## src/pkg/dsrcs_pkg.sv

```systemverilog
// constants and types shared by the dual SAR range/channel control block
// Summary of operation
// (RULE1) CS fall captures span-select level for next conversion
// (RULE2) low at CS fall: unit span, straight binary
// (RULE3) high at CS fall: double span, twos complement
// (RULE4) level change at edge eight flips coding only
// (RULE5) four level pairs map to span and coding
// (RULE6) CS fall captures channel-pair select for both muxes
// (RULE7) pair select low: channel one; high: channel two
// (RULE8) code steps at integer LSB, LSB is reference/4096
// (RULE9) track during acquisition, hold when conversion starts
// (RULE10) trial bits adjusted until rebalanced, then deliver code
// (RULE11) serial clock shifts data and steps conversion
// (RULE12) host lowers CS; device samples and starts there
// (RULE13) host gives sixteen serial clocks per conversion
// (RULE14) twos complement is straight binary with MSB inverted
package dsrcs_pkg;
   localparam int          CODE_W          = 12;
   localparam int          NUM_CONV        = 2;
   localparam int          CNT_W           = 5;
   localparam int          IDX_W           = 4;
   // 4096 codes per span: one LSB is the reference over 2**CODE_W
   localparam logic [CODE_W-1:0] TRIAL_FIRST = 12'h800;
   localparam logic [CODE_W-1:0] MSB_FLIP    = 12'h800;
   localparam logic [IDX_W-1:0]  IDX_MSB     = 4'hB;
   localparam logic [IDX_W-1:0]  IDX_LSB     = 4'h0;
   localparam logic [CNT_W-1:0]  EDGE_CODING  = 5'h08;
   localparam logic [CNT_W-1:0]  EDGE_STEP_LO = 5'h04;
   localparam logic [CNT_W-1:0]  EDGE_STEP_HI = 5'h0F;
   localparam logic [CNT_W-1:0]  EDGE_LAST    = 5'h10;
   localparam logic [CNT_W-1:0]  EDGE_RESET   = 5'h00;
   localparam logic [CODE_W-1:0] CODE_RESET   = 12'h000;

   typedef enum logic [0:0] {ST_IDLE, ST_CONV} dsrcs_state_type;
   typedef logic [NUM_CONV-1:0][CODE_W-1:0] dsrcs_codes_type;
endpackage : dsrcs_pkg

```

## src/pkg/dsrcs_sar_if.sv

```systemverilog
// carrier between the frame controller and the dual SAR engine
`timescale 1ns/100ps
interface dsrcs_sar_if;
   import dsrcs_pkg::*;
   logic                  start;
   logic                  abort;
   logic                  step;
   logic [NUM_CONV-1:0]   comp;
   logic                  done;
   dsrcs_codes_type       trial;

   modport ctrl (output start, output abort, output step, output comp, input done, input trial);
   modport sar  (input start, input abort, input step, input comp, output done, output trial);
endinterface : dsrcs_sar_if

```

## src/dsrcs_sar.sv

```systemverilog
// dual successive-approximation register, one trial word per converter
`timescale 1ns/100ps
module dsrcs_sar
(
   input  wire logic  clk,
   input  wire logic  rst,
   dsrcs_sar_if.sar   sif
);
   import dsrcs_pkg::*;

   typedef struct packed {
      dsrcs_codes_type  trial;
      logic [IDX_W-1:0] idx;
      logic             busy;
      logic             done;
   } dsrcs_sar_type;

   dsrcs_sar_type s_r;
   dsrcs_sar_type s_nxt;

   assign sif.trial = s_r.trial;
   assign sif.done  = s_r.done;

   always_comb
   begin
      s_nxt      = s_r;
      s_nxt.done = 1'b0;
      if (sif.abort)
      begin
         s_nxt.busy = 1'b0;
      end
      else if (sif.start)
      begin
         s_nxt.busy = 1'b1;
         s_nxt.idx  = IDX_MSB;
         for (int i = 0; i < NUM_CONV; i++)
         begin
            s_nxt.trial[i] = TRIAL_FIRST; // RULE9
         end
      end
      else if (sif.step && s_r.busy)
      begin
         for (int i = 0; i < NUM_CONV; i++)
         begin
            // comparator low means the trial overshoots the held sample
            if (!sif.comp[i])
            begin
               s_nxt.trial[i][s_r.idx] = 1'b0; // RULE10
            end
            if (s_r.idx != IDX_LSB)
            begin
               s_nxt.trial[i][s_r.idx - 4'h1] = 1'b1; // RULE8
            end
         end
         if (s_r.idx == IDX_LSB)
         begin
            s_nxt.busy = 1'b0;
            s_nxt.done = 1'b1; // RULE10
         end
         else
         begin
            s_nxt.idx = s_r.idx - 4'h1;
         end
      end
   end

   always_ff @(posedge clk or posedge rst)
   begin
      if (rst)
      begin
         s_r <= '0;
      end
      else
      begin
         s_r <= s_nxt;
      end
   end
endmodule : dsrcs_sar

```

## src/dsrcs_top.sv

```systemverilog
// frame controller: chip-select/serial-clock sequencing, span and coding selection, serial data
`timescale 1ns/100ps
module dsrcs_top
(
   input  wire logic                         CLK_SYS,
   input  wire logic                         RST,
   input  wire logic                         CS_N,
   input  wire logic                         SCLK,
   input  wire logic                         RANGE_SEL,
   input  wire logic                         CHANNEL_PAIR_SELECT,
   input  wire logic [dsrcs_pkg::NUM_CONV-1:0] COMP,
   output logic                              TRACK,
   output logic                              MUX_CH2,
   output logic                              SPAN_DOUBLE,
   output logic                              CODING_TWOS,
   output logic [dsrcs_pkg::CODE_W-1:0]      DAC_A,
   output logic [dsrcs_pkg::CODE_W-1:0]      DAC_B,
   output logic [dsrcs_pkg::CODE_W-1:0]      RESULT_A,
   output logic [dsrcs_pkg::CODE_W-1:0]      RESULT_B,
   output logic                              RESULT_VALID,
   output logic                              DOUT_A,
   output logic                              DOUT_B,
   output logic                              DOUT_OE_N
);
   import dsrcs_pkg::*;

   typedef struct packed {
      logic [1:0]             cs_s;
      logic [1:0]             sclk_s;
      logic [1:0]             rng_s;
      logic [1:0]             cps_s;
      logic [1:0][NUM_CONV-1:0] cmp_s;
      logic                   cs_d;
      logic                   sclk_d;
      dsrcs_state_type        state;
      logic [CNT_W-1:0]       edge_cnt;
      logic                   track;
      logic                   mux_ch2;
      logic                   span_double;
      logic                   twos;
      logic [NUM_CONV-1:0]    dout;
      logic                   oe_n;
      dsrcs_codes_type        result;
      logic                   valid;
      logic                   start;
      logic                   abort;
      logic                   step;
   } dsrcs_ctl_type;

   dsrcs_ctl_type s_r;
   dsrcs_ctl_type s_nxt;
   dsrcs_sar_if   sif ();

   // true on the sample where a synchronised level has just gone low
   function automatic logic fell(input logic prev, input logic cur);
      fell = prev & ~cur;
   endfunction : fell

   dsrcs_sar u_sar
   (
      .clk (CLK_SYS),
      .rst (RST),
      .sif (sif.sar)
   );

   assign sif.start = s_r.start;
   assign sif.abort = s_r.abort;
   assign sif.step  = s_r.step;
   assign sif.comp  = s_r.cmp_s[1];

   assign TRACK        = s_r.track;
   assign MUX_CH2      = s_r.mux_ch2;
   assign SPAN_DOUBLE  = s_r.span_double;
   assign CODING_TWOS  = s_r.twos;
   assign DAC_A        = sif.trial[0];
   assign DAC_B        = sif.trial[1];
   assign RESULT_A     = s_r.result[0];
   assign RESULT_B     = s_r.result[1];
   assign RESULT_VALID = s_r.valid;
   assign DOUT_A       = s_r.dout[0];
   assign DOUT_B       = s_r.dout[1];
   assign DOUT_OE_N    = s_r.oe_n;

   always_comb
   begin
      logic [CNT_W-1:0] e;
      e           = EDGE_RESET;
      s_nxt       = s_r;
      s_nxt.cs_s   = {s_r.cs_s[0], CS_N};
      s_nxt.sclk_s = {s_r.sclk_s[0], SCLK};
      s_nxt.rng_s  = {s_r.rng_s[0], RANGE_SEL};
      s_nxt.cps_s  = {s_r.cps_s[0], CHANNEL_PAIR_SELECT};
      s_nxt.cmp_s  = {s_r.cmp_s[0], COMP};
      s_nxt.cs_d   = s_r.cs_s[1];
      s_nxt.sclk_d = s_r.sclk_s[1];
      s_nxt.start  = 1'b0;
      s_nxt.abort  = 1'b0;
      s_nxt.step   = 1'b0;
      s_nxt.valid  = 1'b0;
      case (s_r.state)
         ST_IDLE:
         begin
            if (fell(s_r.cs_d, s_r.cs_s[1])) // RULE12
            begin
               s_nxt.span_double = s_r.rng_s[1]; // RULE1
               s_nxt.twos        = s_r.rng_s[1]; // RULE2 RULE3
               s_nxt.mux_ch2     = s_r.cps_s[1]; // RULE6 RULE7
               s_nxt.track       = 1'b0;         // RULE9
               s_nxt.start       = 1'b1;
               s_nxt.edge_cnt    = EDGE_RESET;
               s_nxt.dout        = '0;
               s_nxt.oe_n        = 1'b0;
               s_nxt.state       = ST_CONV;
            end
         end
         ST_CONV:
         begin
            if (fell(s_r.cs_s[1], s_r.cs_d))
            begin
               // chip select raised: any unfinished conversion is dropped
               s_nxt.abort = 1'b1;
               s_nxt.track = 1'b1;
               s_nxt.oe_n  = 1'b1;
               s_nxt.dout  = '0;
               s_nxt.state = ST_IDLE;
            end
            else if (fell(s_r.sclk_d, s_r.sclk_s[1]) && s_r.edge_cnt != EDGE_LAST) // RULE13
            begin
               e              = s_r.edge_cnt + 5'h01;
               s_nxt.edge_cnt = e;
               if (e == EDGE_CODING)
               begin
                  // span stays; only coding follows the level at this edge
                  s_nxt.twos = s_r.rng_s[1]; // RULE4 RULE5
               end
               if (e >= EDGE_STEP_LO && e <= EDGE_STEP_HI)
               begin
                  s_nxt.step = 1'b1; // RULE11
                  // serial bit is the decision made on this edge; the MSB uses the coding known now
                  s_nxt.dout = s_r.cmp_s[1] ^ ((e == EDGE_STEP_LO) ? {NUM_CONV{s_r.twos}} : '0); // RULE11
               end
               else
               begin
                  s_nxt.dout = '0;
               end
               if (e == EDGE_LAST)
               begin
                  s_nxt.track = 1'b1; // RULE9
               end
            end
            if (sif.done)
            begin
               for (int i = 0; i < NUM_CONV; i++)
               begin
                  s_nxt.result[i] = sif.trial[i] ^ (s_r.twos ? MSB_FLIP : CODE_RESET); // RULE14
               end
               s_nxt.valid = 1'b1; // RULE10
            end
         end
         default:
         begin
            s_nxt.state = ST_IDLE;
         end
      endcase
   end

   always_ff @(posedge CLK_SYS or posedge RST)
   begin
      if (RST)
      begin
         s_r        <= '0;
         s_r.cs_s   <= 2'b11;
         s_r.cs_d   <= 1'b1;
         s_r.sclk_s <= 2'b11;
         s_r.sclk_d <= 1'b1;
         s_r.state  <= ST_IDLE;
         s_r.track  <= 1'b1;
         s_r.oe_n   <= 1'b1;
      end
      else
      begin
         s_r <= s_nxt;
      end
   end
endmodule : dsrcs_top

```

## config.mk

```make
export PLATFORM = sky130hd
export DESIGN_NAME = dsrcs_top
export DESIGN_NICKNAME = d
export VERILOG_FILES = /design/src/pkg/dsrcs_pkg.sv /design/src/pkg/dsrcs_sar_if.sv /design/src/dsrcs_sar.sv /design/src/dsrcs_top.sv
export SDC_FILE = /design/constraint.sdc
export NUM_CORES = 1
export LEC_CHECK = 0
export BUFFER_PORTS_ARGS = -buffer_cell sky130_fd_sc_hd__buf_4
export CAP_MARGIN = 20
export CORE_ASPECT_RATIO = 0.9
export CORE_MARGIN = 1.5
export CORE_UTILIZATION = 25
export CTS_BUF_LIST = sky130_fd_sc_hd__clkbuf_4 sky130_fd_sc_hd__clkbuf_8
export DETAILED_ROUTE_END_ITERATION = 12
export SLEW_MARGIN = 15
export SYNTH_ARGS = -nofsm -noshare
export SYNTH_HDL_FRONTEND = slang
export SYNTH_SLANG_ARGS = --single-unit
```

## constraint.sdc

```tcl
create_clock -name CLK_SYS -period 7.15 [get_ports CLK_SYS]
set_input_delay 1.43 -clock CLK_SYS [delete_from_list [all_inputs] [get_ports CLK_SYS]]
set_output_delay 1.43 -clock CLK_SYS [all_outputs]
set_load 0.02 [all_outputs]
```

==> implementation parameters <==
Parameter                              Value

Logic synthesis
  Number of distinct library cells after synthesis ... 46
  Yosys warning total ... 0
  Synth Cell Area ... 4170 sq um
  Number of storage elements in the synthesis netlist ... 85
  Net count after synthesis ... 420
  Post-synthesis instance total ... 400
  Async set-reset flop share out of synthesis ... 100%
  Number of flops mapped to enable cells by yosys ... 0
  Part of the Yosys area used for sequential elements ... 51.3%
  Average cell area after synthesis ... 10.4 sq um
  Primary flip-flop cell chosen by synthesis mapping ... sky130_fd_sc_hd__dfrtp_1

Timing
  Highest Clock Rate ... 403 MHz
  Worst-margin pin slew ... 0.808 ns
  Unrepaired setup endpoints after global routing ... no
  Sum of negative setup slack ... 0 ns
  Max-slew violation count ... 0
  Period Utilization, post-route ... 34.7%
  Final Critical Period ... 2.48 ns
  Number of hold violations in the final report ... 0
  Final worst clock skew ... 0.0180 ns
  Relative slew slack ... 46.2%
  # setup viols final ... 0

Die
  Effective utilization at floorplan ... 25.7%
  Die Outline Area ... 17500 sq um
  I/O pin count ... 64
  Core area ... 16200 sq um
  Core Rows ... 44
  Die Width ... 139 um
  Die height ... 125 um

Critical path
  Data required, critical path ... 5.72 ns
  Worst flop-to-flop path endpoint ... u_sar.sif.trial[11]
  Number of buffer and inverter instances along the worst setup path ... 1
  Crit Reg-Reg Startpoint ... u_sar.s_r[2]
  Cell count of the worst reg-to-reg path ... 6
  Crit path max-delay family ... flip-flops
  Setup CP Type ... reg -> out
  Critical path, cell by cell ... buf_4
  Worst Path Max Fanout ... 3
  Setup slack of the most critical reg-to-reg path ... 4.93 ns
  Critical Path Sink Type ... output port
  CP max stage cell ... sky130_fd_sc_hd__dfstp_2
  Delay of the slowest critical-path stage ... 0.55 ns
  Startpoint type of the worst setup path ... flop
  Crit path DAT ... 1.05 ns

Global route
  Total global routing overflow ... 0
  Global-route wire length before repair ... 14.1 mm
  Global router's overall resource usage ... 10.2%
  Number of antenna violations at the first check in global routing ... 0
  Number of global-route vias before repair ... 2737
  Largest net degree at the start of global routing ... 86

Routing
  Number of vias per cell ... 4.47
  Average routed wire per standard cell ... 13.9 um
  Number of nets still failing antenna checks after routing ... 0
  Final routed DRC violation total ... 4
  Final WL ... 8.70 mm
  First DRT Iteration DRCs ... 165
  Vias after detailed routing ... 2790
  Number of iterations in the first detailed-routing pass ... 10

Run status
  Violations in the final reports ... DRC
  Outcome ... finished, violations left

Min path
  Endpoint of the worst hold-timing path ... s_r[48]
  Source of the worst hold timing path ... s_nxt[48]
  Cell count of the worst hold path ... 0
  Worst min-delay path category ... reg -> reg

Power
  Share of total power consumed by net switching ... 31.9%
  Sequential group share of total power ... 47.4%
  P_int ... 0.822 mW
  PD cells ... 256 nW/um^2
  Net Sw Power ... 0.385 mW
  Leakage power figure ... 2.31 nW
  Logic pwr share ... 20.4%
  Clock Power Share ... 32.2%
  Maximum ir drop on the vdd rail ... 0.0000861 V

CTS
  Cts hold-fix bufs ... 0
  Clock-pin slew reported for the worst setup and hold paths after clock tree synthesis ... 0.09 ns
  Number of CTS-inserted buffers ... 9
  Max Root-Sink Buffers ... 2
  Number of gates given a new drive strength after cts ... 0
  Root Buffer Master ... sky130_fd_sc_hd__clkbuf_8
  Postcts setup bufs ... 0
  Sinks on the clock net ... 85
  CTS tree ... built
  Skew-Pair Late Insertion Delay ... 0.37 ns
  Number of H-tree branching levels ... 3

Final layout
  Post-route cell area ... 4710 sq um
  Area taken by flip-flops and latches ... 2140 sq um
  Area Overhead vs Synth ... 13.1%
  Ratio of cells with drive above 1 in the final layout ... 25.4%
  Filler Cell Count ... 1687
  Most common cell after layout, fill and taps aside ... sky130_fd_sc_hd__dfrtp_1
  ANT cells ... 0
  Final nets ... 432
  Commonest non-fill, non-tap cells in the layout ... sky130_fd_sc_hd__dfrtp_1, sky130_fd_sc_hd__buf_4, sky130_fd_sc_hd__nand2_1, sky130_fd_sc_hd__o21ai_1, sky130_fd_sc_hd__a21oi_1
  Multi-input gate area in the final layout ... 1550 sq um

Run
  Maxcap violations ... 0

Placement
  Number of buffers inserted by port buffering ... 63
  Total half-perimeter wirelength after legalization and detailed placement ... 6.28 mm
  RD Place Congestion ... 0.845
  Standard cell area after detailed placement ... 4480 sq um
[worst reg2reg max path, stage by stage, from the launching register on]
cell and delay (ns):
sky130_fd_sc_hd__dfrtp_1 0.55, sky130_fd_sc_hd__inv_1 0.19, sky130_fd_sc_hd__ha_1 0.40, sky130_fd_sc_hd__and3_1 0.26, sky130_fd_sc_hd__a21oi_2 0.32, sky130_fd_sc_hd__o21ai_1 0.14, sky130_fd_sc_hd__a22o_1 0.25
[kinds of logic after synthesis]
logic type / count (synthesis) / share of synthesized area, %
AOI/OAI and AO/OA: 84 / 11.7
xor gates and xnor gates: 9 / 2.07
adders and majority gates: 12 / 3.60
buffers and inverters: 74 / 11.5
DFF: 85 / 51.3
muxes: 25 / 6.76
and+or+nand+nor: 111 / 13.1
[layer usage]
layer	GRT usage, %	vias to the layer above	share of wire (%)
li1	-	1350	-
met1	13.3	1363	47
met2	15.5	70	45
met3	3.72	7	6.5
met4	4.26	0	1.5
met5	0	-	0
[metrics by stage]
step                      setup WS (ns)  hold WS, ns  util, %  power [mW]  std cells
after floorplan                    3.54        0.331        -       0.758        400
after global placement             4.62        0.332     27.5       0.819        607
after detailed placement           4.58        0.335     27.6       0.828        608
after CTS                          4.64        0.354     29.0        1.22        624
after global routing               4.60        0.357     29.0        1.27        624
final                              4.67        0.350     29.0        1.21        624
[power by group through the flow]
stage | logic (mW) | clock network [mW] | registers, mW
6_report | 0.247 | 0.388 | 0.572
5_1_grt | 0.275 | 0.420 | 0.580
4_1_cts | 0.247 | 0.401 | 0.572
3_5_place_dp | 0.246 | 0 | 0.581
3_3_place_gp | 0.241 | 0 | 0.578
2_1_floorplan | 0.194 | 0 | 0.563
[state kept, by name (all words and copies together), names as in the netlist, 2 cells and up]
signal           count
s_r                 10
u_sar.s_r            5
sif.comp             2
RESULT_A            12
RESULT_B            12
u_sar.sif.trial     24
s_nxt                8
[area by class of cell]
type | count | share of cell area (%)
Inverter | 10 | 0.823
Tap cell | 207 | 5.50
Clock buffer | 11 | 3.08
Sequential cell | 85 | 45.3
Timing Repair Buffer | 65 | 10.6
Multi-Input combinational cell | 241 | 32.9
Clock inverter | 5 | 1.78
[worst max-delay path by stage]
stage,startpoint,end,cells after the start
2_1_floorplan,RST,CODING_TWOS,1
3_3_place_gp,RST,RESULT_B[5],3
3_5_place_dp,RST,RESULT_B[5],3
4_1_cts,CODING_TWOS,CODING_TWOS,1
5_1_grt,CODING_TWOS,CODING_TWOS,1
6_report,TRACK,TRACK,1
[cell usage after synthesis, types with 2 or more instances]
master	n	share of area, %
sky130_fd_sc_hd__dfrtp_1	77	46
sky130_fd_sc_hd__buf_4	51	9.2
sky130_fd_sc_hd__nand2_1	40	3.6
sky130_fd_sc_hd__a21oi_1	29	3.5
sky130_fd_sc_hd__o21ai_1	29	3.5
sky130_fd_sc_hd__nor2_1	26	2.3
sky130_fd_sc_hd__mux2_1	16	4.3
sky130_fd_sc_hd__ha_1	12	3.6
sky130_fd_sc_hd__nand3_1	11	1.3
sky130_fd_sc_hd__inv_1	10	0.90
sky130_fd_sc_hd__nor3_1	10	1.2
sky130_fd_sc_hd__mux2_2	9	2.4
sky130_fd_sc_hd__buf_2	8	0.96
sky130_fd_sc_hd__dfstp_2	8	5.0
sky130_fd_sc_hd__o21ai_0	8	0.96
sky130_fd_sc_hd__nand2b_1	6	0.90
sky130_fd_sc_hd__xnor2_1	6	1.3
sky130_fd_sc_hd__clkbuf_1	5	0.45
sky130_fd_sc_hd__nand3b_1	3	0.54
sky130_fd_sc_hd__a211oi_1	2	0.36
sky130_fd_sc_hd__a22o_1	2	0.42
sky130_fd_sc_hd__a2bb2oi_1	2	0.42
sky130_fd_sc_hd__and3_1	2	0.30
sky130_fd_sc_hd__nor2b_1	2	0.30
sky130_fd_sc_hd__o2111ai_1	2	0.42
sky130_fd_sc_hd__o22ai_1	2	0.30
sky130_fd_sc_hd__or3_1	2	0.30
sky130_fd_sc_hd__xor2_1	2	0.42
Power figures use the tool's default switching activity.
